[src/design/link_tpg_defines.svh]
// Purpose: Offsets, field positions, codes and seeds of the link test pattern block
// Assumes: Registers addressed with 15-bit serial port addresses
// Notes: Definitions only
`ifndef LINK_TPG_DEFINES_SVH
`define LINK_TPG_DEFINES_SVH
// Register offsets
`define ADDR_IFCFG      15'h0000
`define ADDR_UPAT_FIRST 15'h0551
`define ADDR_UPAT_LAST  15'h0558
`define ADDR_LTCTRL     15'h0573
`define ADDR_LLTCTRL    15'h0574
// Field positions and reset values
`define MODE_MSB        3
`define MODE_LSB        0
`define POINT_MSB       5
`define POINT_LSB       4
`define LTCTRL_RESET    6'h00
`define IFCFG_SRST_MASK 8'h81
`define IFCFG_KEEP_MASK 8'h7E
// Pattern modes
`define MODE_OFF        4'h0
`define MODE_ALT        4'h1
`define MODE_TOGGLE     4'h2
`define MODE_PN31       4'h3
`define MODE_PRBS_TWENTYTHREE_STAGE       4'h4
`define MODE_PN15       4'h5
`define MODE_PN9        4'h6
`define MODE_PN7        4'h7
`define MODE_RAMP       4'h8
`define MODE_UREP       4'hE
`define MODE_USGL       4'hF
// Injection points
`define PT_SAMPLE       2'h0
`define PT_SYMBOL       2'h1
`define PT_OCTET        2'h2
// Seeds and constant words
`define SEED_PN31       31'h0003AFFF
`define SEED_PRBS_TWENTYTHREE_STAGE       31'h00003AFF
`define SEED_PN15       31'h000003AF
`define SEED_PN9        31'h00000092
`define SEED_PN7        31'h00000007
`define ALT_WORD        16'h5555
`define FRAME_SLOT_LAST 2'h3
`define USER_IDX_LAST   2'h3
`define FIFO_DEPTH      8
`endif

[src/design/link_tpg_pkg.sv]
// Purpose: Types shared by the link test pattern block
// Assumes: Constants live in link_tpg_defines.svh
// Notes: Types only
package link_tpg_pkg;
   typedef struct packed
   {
      logic [1:0] point;
      logic [3:0] mode;
   } test_ctrl_s;
   typedef struct packed
   {
      logic [30:0] state;
      logic [15:0] word;
   } prbs_s;
   typedef struct packed
   {
      logic [1:0]  point;
      logic [15:0] data;
   } link_word_s;
   typedef enum logic [1:0] {SPI_IDLE, SPI_INSTR, SPI_DATA} spi_state_e;
endpackage : link_tpg_pkg

[src/design/link_tpg.sv]
// Purpose: Link test pattern generator with serial register port and output FIFO
// Assumes: Serial port clock well below clk/8; MSB-first transfers only
// Notes: Pattern words are tagged with the injection point they belong to
`timescale 1ns/100ps
`include "link_tpg_defines.svh"

// Output FIFO with registered head word
module link_word_fifo
#(
   parameter int WIDTH = 18,
   parameter int DEPTH = 8
)
(
   // Clock and reset
   input  wire logic             clk,
   input  wire logic             rst_b,
   // Fill side
   input  wire logic             inValid,
   input  wire logic [WIDTH-1:0] inData,
   output logic                  inReady,
   // Drain side
   output logic                  outValid,
   output logic [WIDTH-1:0]      outData,
   input  wire logic             outReady
);
   localparam int AW = $clog2(DEPTH);
   logic [WIDTH-1:0] mem [DEPTH];
   logic [AW-1:0]    wrPtr;
   logic [AW-1:0]    rdPtr;
   logic [AW:0]      count;
   logic             push;
   logic             pop;
   logic [AW:0]      countNext;

   // Head register reloads whenever it is free or being taken
   assign push      = inValid && inReady;
   assign pop       = (count != '0) && (!outValid || outReady);
   assign countNext = count + (AW+1)'(push) - (AW+1)'(pop);

   // Storage and pointers
   always_ff @(posedge clk or negedge rst_b)
   begin
      if (!rst_b)
      begin
         wrPtr <= '0;
         rdPtr <= '0;
         count <= '0;
      end
      else
      begin
         if (push)
         begin
            mem[wrPtr] <= inData;
            wrPtr      <= AW'(wrPtr + 1'b1);
         end
         if (pop)
            rdPtr <= AW'(rdPtr + 1'b1);
         count <= countNext;
      end
   end

   // Ready is registered from the next count, so it drops on the same edge that fills the FIFO
   always_ff @(posedge clk or negedge rst_b)
   begin
      if (!rst_b)
         inReady <= 1'b0;
      else
         inReady <= (countNext != (AW+1)'(DEPTH));
   end

   // Head word
   always_ff @(posedge clk or negedge rst_b)
   begin
      if (!rst_b)
      begin
         outValid <= 1'b0;
         outData  <= '0;
      end
      else if (pop)
      begin
         outValid <= 1'b1;
         outData  <= mem[rdPtr];
      end
      else if (outReady)
         outValid <= 1'b0;
   end
endmodule : link_word_fifo

// What this block does
// - Low nibble of control picks pattern
// - Bits five to four pick injection point
// - Active pattern replaces normal datapath words
// - Soft reset request bits clear themselves
// - Checkerboard and word toggle patterns
// - Long pseudorandom sequences with given seeds
// - Short pseudorandom sequences with given seeds
// - Ramp wraps at injection word width
// - Four user words repeat continuously
// - Four user words once, then zeros
// - Sample point: one word per frame
// - Symbol point: per symbol, top ten bits
// - Octet point: per octet, stream split
// - Sample patterns match standard receiver checker
// - User words come from pattern registers
module link_tpg
(
   // Clock and reset
   input  wire logic                     clk,
   input  wire logic                     rst_b,
   // Serial register port
   input  wire logic                     spiClk,
   input  wire logic                     spiCs_b,
   input  wire logic                     sdioIn,
   output logic                          sdioOut,
   output logic                          sdioOe,
   // Normal datapath words
   input  wire logic                     srcValid,
   input  wire logic [15:0]              srcWord,
   output logic                          srcReady,
   // Words toward the link
   output logic                          linkValid,
   output link_tpg_pkg::link_word_s      linkWord,
   input  wire logic                     linkReady
);
   import link_tpg_pkg::*;

   // Word width at each injection point
   function automatic logic [4:0] widthOf(input logic [1:0] pt);
      case (pt)
         `PT_SYMBOL: widthOf = 5'd10;
         `PT_OCTET:  widthOf = 5'd8;
         default:    widthOf = 5'd16;
      endcase
   endfunction : widthOf

   function automatic logic [30:0] seedFor(input logic [3:0] m);
      case (m)
         `MODE_PN31: seedFor = `SEED_PN31;
         `MODE_PRBS_TWENTYTHREE_STAGE: seedFor = `SEED_PRBS_TWENTYTHREE_STAGE;
         `MODE_PN15: seedFor = `SEED_PN15;
         `MODE_PN9:  seedFor = `SEED_PN9;
         default:    seedFor = `SEED_PN7;
      endcase
   endfunction : seedFor

   // Next nBits of the stream, first bit at the word's top
   function automatic prbs_s prbsNext(input logic [30:0] st, input logic [3:0] m,
                                      input logic [4:0] nBits);
      logic [30:0] s;
      logic [15:0] w;
      logic        fb;
      int          top;
      s   = st;
      w   = '0;
      fb  = 1'b0;
      top = 6;
      // Top stage of the register for each sequence length
      case (m)
         `MODE_PN31: top = 30;
         `MODE_PRBS_TWENTYTHREE_STAGE: top = 22;
         `MODE_PN15: top = 14;
         `MODE_PN9:  top = 8;
         default:    top = 6;
      endcase
      for (int i = 0; i < 16; i++)
      begin
         if (i < int'(nBits))
         begin
            case (m)
               `MODE_PN31: fb = s[0] ^ s[3];
               `MODE_PRBS_TWENTYTHREE_STAGE: fb = s[0] ^ s[5];
               `MODE_PN15: fb = s[0] ^ s[1];
               `MODE_PN9:  fb = s[0] ^ s[4];
               default:    fb = s[0] ^ s[1];
            endcase
            // Oldest bit leaves first, so the seed opens the stream
            w      = {w[14:0], s[0]};
            s      = s >> 1;
            s[top] = fb;
         end
      end
      prbsNext = '{state: s, word: w};
   endfunction : prbsNext

   // Register read mux, used for first and streamed bytes
   logic [7:0] ifCfgReg;
   logic [7:0] userPat [8];
   test_ctrl_s ctrlReg;
   logic [7:0] lltReg;
   function automatic logic [7:0] regRead(input logic [14:0] a);
      regRead = 8'h00;
      if (a == `ADDR_IFCFG)
         regRead = ifCfgReg;
      else if (a >= `ADDR_UPAT_FIRST && a <= `ADDR_UPAT_LAST)
         regRead = userPat[3'(a - `ADDR_UPAT_FIRST)];
      else if (a == `ADDR_LTCTRL)
         regRead = {2'b00, ctrlReg};
      else if (a == `ADDR_LLTCTRL)
         regRead = lltReg;
   endfunction : regRead

   // Pins cross into clk through two flops each
   logic [2:0] pinRaw;
   logic [2:0] pinMeta;
   logic [2:0] pinSync;
   logic [2:0] pinDly;
   assign pinRaw = {spiClk, spiCs_b, sdioIn};
   generate
      for (genvar g = 0; g < 3; g++)
      begin : gSync
         always_ff @(posedge clk or negedge rst_b)
         begin
            if (!rst_b)
            begin
               // Select resets to its idle high level so no frame starts
               pinMeta[g] <= 1'(g == 1);
               pinSync[g] <= 1'(g == 1);
               pinDly[g]  <= 1'(g == 1);
            end
            else
            begin
               pinMeta[g] <= pinRaw[g];
               pinSync[g] <= pinMeta[g];
               pinDly[g]  <= pinSync[g];
            end
         end
      end
   endgenerate

   logic sclkRise;
   logic sclkFall;
   logic csIdle;
   assign sclkRise = pinSync[2] && !pinDly[2];
   assign sclkFall = !pinSync[2] && pinDly[2];
   assign csIdle   = pinSync[1];

   // Serial port frame: 16-bit instruction, then streamed bytes
   spi_state_e  spiState;
   logic [15:0] shiftIn;
   logic [3:0]  bitCnt;
   logic        isRead;
   logic [14:0] addrReg;
   logic [7:0]  rdShift;
   logic        wrEnReg;
   logic [14:0] wrAddrReg;
   logic [7:0]  wrDataReg;
   logic [15:0] shiftNext;
   assign shiftNext = {shiftIn[14:0], pinSync[0]};

   always_ff @(posedge clk or negedge rst_b)
   begin
      if (!rst_b)
      begin
         spiState  <= SPI_IDLE;
         shiftIn   <= '0;
         bitCnt    <= '0;
         isRead    <= 1'b0;
         addrReg   <= '0;
         rdShift   <= '0;
         wrEnReg   <= 1'b0;
         wrAddrReg <= '0;
         wrDataReg <= '0;
         sdioOut   <= 1'b0;
         sdioOe    <= 1'b0;
      end
      else
      begin
         wrEnReg <= 1'b0;
         if (csIdle)
         begin
            spiState <= SPI_IDLE;
            sdioOe   <= 1'b0;
         end
         else
         begin
            case (spiState)
               SPI_IDLE:
               begin
                  bitCnt   <= '0;
                  spiState <= SPI_INSTR;
               end
               SPI_INSTR:
               begin
                  if (sclkRise)
                  begin
                     shiftIn <= shiftNext;
                     bitCnt  <= 4'(bitCnt + 1'b1);
                     if (bitCnt == 4'hF)
                     begin
                        isRead   <= shiftNext[15];
                        addrReg  <= shiftNext[14:0];
                        rdShift  <= regRead(shiftNext[14:0]);
                        spiState <= SPI_DATA;
                     end
                  end
               end
               SPI_DATA:
               begin
                  if (sclkRise)
                  begin
                     shiftIn <= shiftNext;
                     bitCnt  <= {1'b0, 3'(bitCnt[2:0] + 1'b1)};
                     if (bitCnt[2:0] == 3'h7)
                     begin
                        // Streaming moves to the next address each byte
                        addrReg <= 15'(addrReg + 1'b1);
                        rdShift <= regRead(15'(addrReg + 1'b1));
                        if (!isRead)
                        begin
                           wrEnReg   <= 1'b1;
                           wrAddrReg <= addrReg;
                           wrDataReg <= shiftNext[7:0];
                        end
                     end
                  end
                  else if (sclkFall && isRead)
                  begin
                     sdioOut <= rdShift[7];
                     sdioOe  <= 1'b1;
                     rdShift <= {rdShift[6:0], 1'b0};
                  end
               end
               default: spiState <= SPI_IDLE;
            endcase
         end
      end
   end

   // Register file; soft reset returns every register to default
   logic softRstReg;
   logic ctrlWrite;
   logic restartNow;
   logic [3:0] restartMode;
   assign ctrlWrite = wrEnReg && (wrAddrReg == `ADDR_LTCTRL);
   // Restart on a changed mode or point
   assign restartNow = softRstReg ||
                       (ctrlWrite && (wrDataReg[`POINT_MSB:`MODE_LSB] != ctrlReg));
   assign restartMode = softRstReg ? `MODE_OFF : wrDataReg[`MODE_MSB:`MODE_LSB];

   always_ff @(posedge clk or negedge rst_b)
   begin
      if (!rst_b)
      begin
         softRstReg <= 1'b0;
         ifCfgReg   <= '0;
         ctrlReg    <= `LTCTRL_RESET;
         lltReg     <= '0;
         for (int k = 0; k < 8; k++)
            userPat[k] <= '0;
      end
      else if (softRstReg)
      begin
         // Reset performed, request bits never stored
         softRstReg <= 1'b0;
         ifCfgReg   <= '0;
         ctrlReg    <= `LTCTRL_RESET;
         lltReg     <= '0;
         for (int k = 0; k < 8; k++)
            userPat[k] <= '0;
      end
      else if (wrEnReg)
      begin
         if (wrAddrReg == `ADDR_IFCFG)
         begin
            softRstReg <= |(wrDataReg & `IFCFG_SRST_MASK);
            ifCfgReg   <= wrDataReg & `IFCFG_KEEP_MASK;
         end
         if (ctrlWrite)
            ctrlReg <= wrDataReg[`POINT_MSB:`MODE_LSB];
         // Stored for the link layer; no effect here
         if (wrAddrReg == `ADDR_LLTCTRL)
            lltReg <= wrDataReg;
         if (wrAddrReg >= `ADDR_UPAT_FIRST && wrAddrReg <= `ADDR_UPAT_LAST)
            userPat[3'(wrAddrReg - `ADDR_UPAT_FIRST)] <= wrDataReg;
      end
   end

   // Generator state
   logic        phase;
   logic [15:0] ramp;
   logic [1:0]  userIdx;
   logic        userDone;
   logic [30:0] lfsr;
   logic [1:0]  slotCnt;
   logic        patActive;
   logic        pushFire;
   logic        advance;
   logic [4:0]  wordW;
   logic [15:0] widthMask;
   logic [15:0] userWord;
   logic [15:0] patWord;
   prbs_s       prbsNow;
   link_word_s  pushWord;

   assign wordW     = widthOf(ctrlReg.point);
   assign widthMask = 16'(16'hFFFF >> (5'd16 - wordW));
   assign prbsNow   = prbsNext(lfsr, ctrlReg.mode, wordW);
   // Byte pairs form words, low byte first
   assign userWord  = {userPat[{userIdx, 1'b1}], userPat[{userIdx, 1'b0}]};
   assign patActive = (ctrlReg.mode != `MODE_OFF) &&
                      ((ctrlReg.mode <= `MODE_RAMP) || (ctrlReg.mode >= `MODE_UREP));
   assign pushFire  = srcValid && srcReady;
   // Advance per frame, symbol or octet
   assign advance   = pushFire && patActive &&
                      ((ctrlReg.point != `PT_SAMPLE) || (slotCnt == `FRAME_SLOT_LAST));

   // Pattern word for the current step
   always_comb
   begin
      case (ctrlReg.mode)
         `MODE_ALT:    patWord = (phase ? ~`ALT_WORD : `ALT_WORD) & widthMask;
         `MODE_TOGGLE: patWord = phase ? widthMask : 16'h0000;
         `MODE_RAMP:   patWord = ramp & widthMask;
         `MODE_UREP:   patWord = 16'(userWord >> (5'd16 - wordW));
         `MODE_USGL:   patWord = userDone ? 16'h0000 : 16'(userWord >> (5'd16 - wordW));
         default:      patWord = prbsNow.word;
      endcase
   end

   // Sequence state steps only when a word is taken
   always_ff @(posedge clk or negedge rst_b)
   begin
      if (!rst_b)
      begin
         phase    <= 1'b0;
         ramp     <= '0;
         userIdx  <= '0;
         userDone <= 1'b0;
         lfsr     <= `SEED_PN7;
         slotCnt  <= '0;
      end
      else if (restartNow)
      begin
         phase    <= 1'b0;
         ramp     <= '0;
         userIdx  <= '0;
         userDone <= 1'b0;
         lfsr     <= seedFor(restartMode);
         slotCnt  <= '0;
      end
      else
      begin
         if (pushFire && patActive && ctrlReg.point == `PT_SAMPLE)
            slotCnt <= 2'(slotCnt + 1'b1);
         if (advance)
         begin
            phase   <= !phase;
            ramp    <= 16'(ramp + 1'b1);
            userIdx <= 2'(userIdx + 1'b1);
            lfsr    <= prbsNow.state;
            if (userIdx == `USER_IDX_LAST)
               userDone <= 1'b1;
         end
      end
   end

   // Substitute the pattern while a mode is active
   assign pushWord.point = ctrlReg.point;
   assign pushWord.data  = patActive ? patWord : srcWord;

   link_word_fifo #(.WIDTH($bits(link_word_s)), .DEPTH(`FIFO_DEPTH)) uFifo
   (
      .clk      (clk),
      .rst_b    (rst_b),
      .inValid  (srcValid),
      .inData   (pushWord),
      .inReady  (srcReady),
      .outValid (linkValid),
      .outData  (linkWord),
      .outReady (linkReady)
   );

   a_pass_through: assert property (@(posedge clk) disable iff (!rst_b)
      pushFire && !patActive |-> pushWord.data == srcWord)
      else $error("normal word altered while off");
   a_soft_clear: assert property (@(posedge clk) disable iff (!rst_b)
      wrEnReg && wrAddrReg == `ADDR_IFCFG && wrDataReg == `IFCFG_SRST_MASK
      |=> softRstReg ##1 (ctrlReg == `LTCTRL_RESET && ifCfgReg == 8'h00))
      else $error("soft reset did not clear");
   a_alt_flip: assert property (@(posedge clk) disable iff (!rst_b)
      advance && ctrlReg.mode == `MODE_ALT && !restartNow && !ctrlWrite
      |=> patWord == ($past(patWord) ^ widthMask))
      else $error("checkerboard did not alternate");
   a_ramp_step: assert property (@(posedge clk) disable iff (!rst_b)
      advance && ctrlReg.mode == `MODE_RAMP && !restartNow && !ctrlWrite
      |=> patWord == (16'($past(patWord) + 1'b1) & widthMask))
      else $error("ramp step wrong");
   a_user_wrap: assert property (@(posedge clk) disable iff (!rst_b)
      advance && ctrlReg.mode == `MODE_UREP && userIdx == 2'h3 && !restartNow
      |=> userIdx == 2'h0 && !restartNow |-> patWord ==
      16'({userPat[1], userPat[0]} >> (5'd16 - wordW)))
      else $error("user repeat did not wrap");
   a_single_zero: assert property (@(posedge clk) disable iff (!rst_b)
      ctrlReg.mode == `MODE_USGL && userDone |-> patWord == 16'h0000)
      else $error("single user pattern not zero");
   a_frame_hold: assert property (@(posedge clk) disable iff (!rst_b)
      pushFire && patActive && ctrlReg.point == `PT_SAMPLE && slotCnt != 2'h3 &&
      !restartNow && !wrEnReg |=> patWord == $past(patWord))
      else $error("pattern moved inside a frame");
   a_restart_seed: assert property (@(posedge clk) disable iff (!rst_b)
      restartNow |=> lfsr == seedFor(ctrlReg.mode) && ramp == 16'h0000 && userIdx == 2'h0)
      else $error("sequence not restarted");
   a_sdio_drive: assert property (@(posedge clk) disable iff (!rst_b)
      sdioOe |-> isRead && !$past(csIdle))
      else $error("data pin driven outside a read");
endmodule : link_tpg

[config.mk]
export PLATFORM = sky130hd
export DESIGN_NAME = link_tpg
export DESIGN_NICKNAME = d
export VERILOG_FILES = /design/src/design/link_tpg_pkg.sv /design/src/design/link_tpg.sv
export VERILOG_INCLUDE_DIRS = /design/src /design/src/design
export SDC_FILE = /design/constraint.sdc
export NUM_CORES = 1
export LEC_CHECK = 0
export ABC_AREA = 1
export BUFFER_PORTS_ARGS = -buffer_cell sky130_fd_sc_hd__clkbuf_2
export CORE_ASPECT_RATIO = 1.25
export CORE_MARGIN = 5
export CORE_UTILIZATION = 50
export CTS_CLUSTER_DIAMETER = 120
export CTS_CLUSTER_SIZE = 28
export DETAILED_ROUTE_END_ITERATION = 6
export GPL_TIMING_DRIVEN = 1
export PLACE_DENSITY = 0.66
export REMOVE_ABC_BUFFERS = 1
export SLEW_MARGIN = 20
export SYNTH_ARGS = -nofsm -noshare
export SYNTH_HDL_FRONTEND = slang
export SYNTH_HIERARCHICAL = 1
export SYNTH_SLANG_ARGS = --single-unit
[constraint.sdc]
create_clock -name clk -period 4.61 [get_ports clk]
set_input_delay 0.461 -clock clk [delete_from_list [all_inputs] [get_ports clk]]
set_output_delay 0.461 -clock clk [all_outputs]
set_load 0.01 [all_outputs]
==> results.yml <==
die:
  rows: 87
  core_sq_um: 44800
  pin_count: 45
  die_h_microns: 248
  start_util_pct: 50.3
  die_x_microns: 200
  die_area_sq_um: 49500
sta:
  drv_slew: 0
  finalSetupViolations: 9
  skew_ps: 31.0
  rsz0062_at_grt: "true"
  min_period_ps: 4790
  worst_pin_slew_ps: 1090
  hold_viol: 0
  slew-limit-headroom_pct: 26.5
  fmax_mhz: 209
  fin_ws_ps: -180
  post-route-period-util_pct: 104
placed_design:
  gp_congestion: 1.02
  portBuffers: 44
  dpl.cell_count: 3488
  detailed_place_hpwl_mm: 51.5
cells_and_area:
  finish.utilization_pct: 54.8
  fin_cells: 3544
  final_cell_mix: "657 x nand2_1, 373 x inv_1, 349 x o21ai_0"
  area.growth.synth_to_final_pct: 8.96
  final_common_cell: "nand2_1"
  antennaDiodeCount: 0
  final_nets: 3012
  drive_above_1_share_pct: 11.9
yosys:
  yosysSeqAreaShare_pct: 46.5
  yosys.area.top_type: "dfrtp_1"
  synth_edf_count: 144
  netlist.area_leader.share_pct: 26.7
  synth-main-ff-cell: "dfrtp_1"
  synth_area_leaders: "dfrtp_1 27%, edfxtp_1 19%, nand2_1 11%"
  synth_area_per_cell_sq_um: 7.79
  synthArstFlopShare_pct: 63.1
  syn_inst: 2898
  ys_ff_latch: 390
  yosysWarnings: 6
  yosysUniqueCellTypes: 76
  syn_area_sq_um: 22600
drt:
  drt-vias-per-instance: 5.90
  drt_iter0_drc: 1853
  drt.antenna.violating_nets: 0
  wirelength_mm: 73.7
  drc: 0
  drt-pass1-iter-count: 6
  vias: 20900
  wl_per_cell_microns: 20.8
global_route:
  antenna_found_initial: 0
  grt-ovfl-total: 0
  grt_pass1_wl_mm: 114
  grt_max_degree: 125
  grt_usage_pct: 29.2
  top_usage_layer: "met2"
  met1_usage_pct: 36.6
  globalRouteMet3Util_pct: 3.14
  grt_use_met2_pct: 50.1
  grt_pass1_vias: 20100
power_and_ir_drop:
  power.switching_mw: 3.32
  seqPwrFrac_pct: 48.7
  p_int_mw: 5.56
  p_sw_share_pct: 37.4
  vdd.ir_drop.worst_v: 0.000654
  p_leak_nw: 10.9
  pwr_density_cell_nw_per_um2: 361
  p_total_mw: 8.87
  combPwrFrac_pct: 30.7
  p_clk_share_pct: 20.6
worst_setup_path:
  timing.critical_path.buf_inv: 4
  cpPeakStageDelay_ps: 470
  cp_top_family: "simple AND/OR/NAND/NOR gates"
  path_common_cell: "nand2_2"
  end_kind: "register"
  arrival_ps: 5220
  worstSetupPathDepth: 46
  worstPathMaxFanout: 5
  criticalPathCategory: "reg -> reg"
  required_ps: 5040
  r2r_cells: 46
  critical_path.startpoint_type: "register"
  cp_slowest_cell: "dfrtp_2"
clock_network:
  cts.sinks: 390
  cts_buffer_depth: 3
  clkTransAtPathRegs_ps: 120
  clock_latency_ps: 570
  cts_buffers: 17
  htree_levels: 1
  cts_root_buffer: "clkbuf_16"
  tritoncts: "yes"
min_path:
  hold_depth: 1
  hold_path.class: "in -> reg"
status:
  status: "finished with violations"
  violations: "setup timing"
flow_run:
  drv_cap: 0
-- routing by layer --
layer  vias up  wire (microns)
met5         -               0
met1      9924           28300
met3       254            4860
li1       9786               -
met2       929           36200
met4         0            4320
-- timing repair --
item,in CTS,in global routing
hold buffers,3,0
pin swaps,6,44
resized for setup,16,57
endpoints found under the hold margin,70,0
endpoints found under the setup margin,10,17
setup buffers,10,14
-- logic make-up (layout without fill, tap and decap cells) --
kind of cell	Yosys count	count (layout)	synth area share [%]
simple gates	1199	1199	22.8
buf+inv	534	602	9.87
mux	1	1	0.0499
fa+ha+maj	33	33	1.86
xor+xnor	17	17	0.693
flops	390	390	46.5
compound gates	724	724	18.3
-- state kept, by name (all words and copies together) (netlist names), 4 cells and up --
signal and flops:
uFifo/mem 144, userPat 64, lfsr 31, uFifo/outData 18, ramp 16, addrReg 15
shiftIn 15, wrAddrReg 15, lltReg 8, rdShift 8, wrDataReg 8, ctrlReg 6
ifCfgReg 6, bitCnt 4, uFifo/count 4
-- per-stage QoR --
stage	hold slack [ps]	cell area, sq um	setup TNS, ps	setup slack [ps]
after floorplan	165	21900	-3800	-414
after detailed placement	337	23600	-840	-181
after global routing	10.1	24600	-5160	-503
after CTS	12.1	24300	0	13.4
after global placement	333	23600	0	48.1
final	24.6	24600	-810	-180
-- area by class of cell --
cell class                      count  area (sq um)
Multi-Input combinational cell   1974         10100
Fill cell                        4224         20300
Tap cell                          578           723
Inverter                          404          1540
Clock buffer                       28           477
Sequential cell                   390         10500
Timing Repair Buffer              169          1220
Clock inverter                      1          8.76
-- power by group through the flow --
stage | Clock (mW) | Sequential (mW) | Combinational [mW]
2_1_floorplan | 0 | 4.39 | 1.69
5_1_grt | 2.00 | 4.36 | 3.09
3_3_place_gp | 0 | 4.37 | 2.65
6_report | 1.83 | 4.32 | 2.72
3_5_place_dp | 0 | 4.39 | 2.72
4_1_cts | 1.89 | 4.31 | 2.73
-- worst paths after layout --
| path | from | end | slack (ps) |
|---|---|---|---|
| min in group asynchronous | rst_b | uFifo/rdPtr[0]$_DFFE_PN0P_ | 470 |
| setup / recovery | ctrlReg[2]$_DFFE_PN0P_ | lfsr[14]$_DFFE_PN0P_ | -180 |
| max in group asynchronous | rst_b | wrAddrReg[4]$_DFFE_PN0P_ | 2950 |
| hold reg to reg | pinMeta[0]$_DFF_PN0_ | pinSync[0]$_DFF_PN0_ | 350 |
| setup reg to reg | ctrlReg[2]$_DFFE_PN0P_ | lfsr[14]$_DFFE_PN0P_ | -180 |
| hold / removal | spiClk | pinMeta[2]$_DFF_PN0_ | 20 |
-- Yosys cell counts, drive strengths merged, types with 4 or more instances --
cell / number
nand2: 714
inv: 394
o21ai: 375
dfrtp: 241
nand3: 207
nor2: 196
a21oi: 164
edfxtp: 144
clkbuf: 82
o211ai: 57
buf: 46
o22ai: 39
nor3: 34
ha: 32
nand4: 22
a31oi: 19
xor2: 14
a32o: 11
nor4: 11
clkinv: 10
o2111ai: 8
a211oi: 7
o31ai: 7
dfstp: 5
or2: 5
a22oi: 4
o221ai: 4
(Power assumes the default switching activity.)
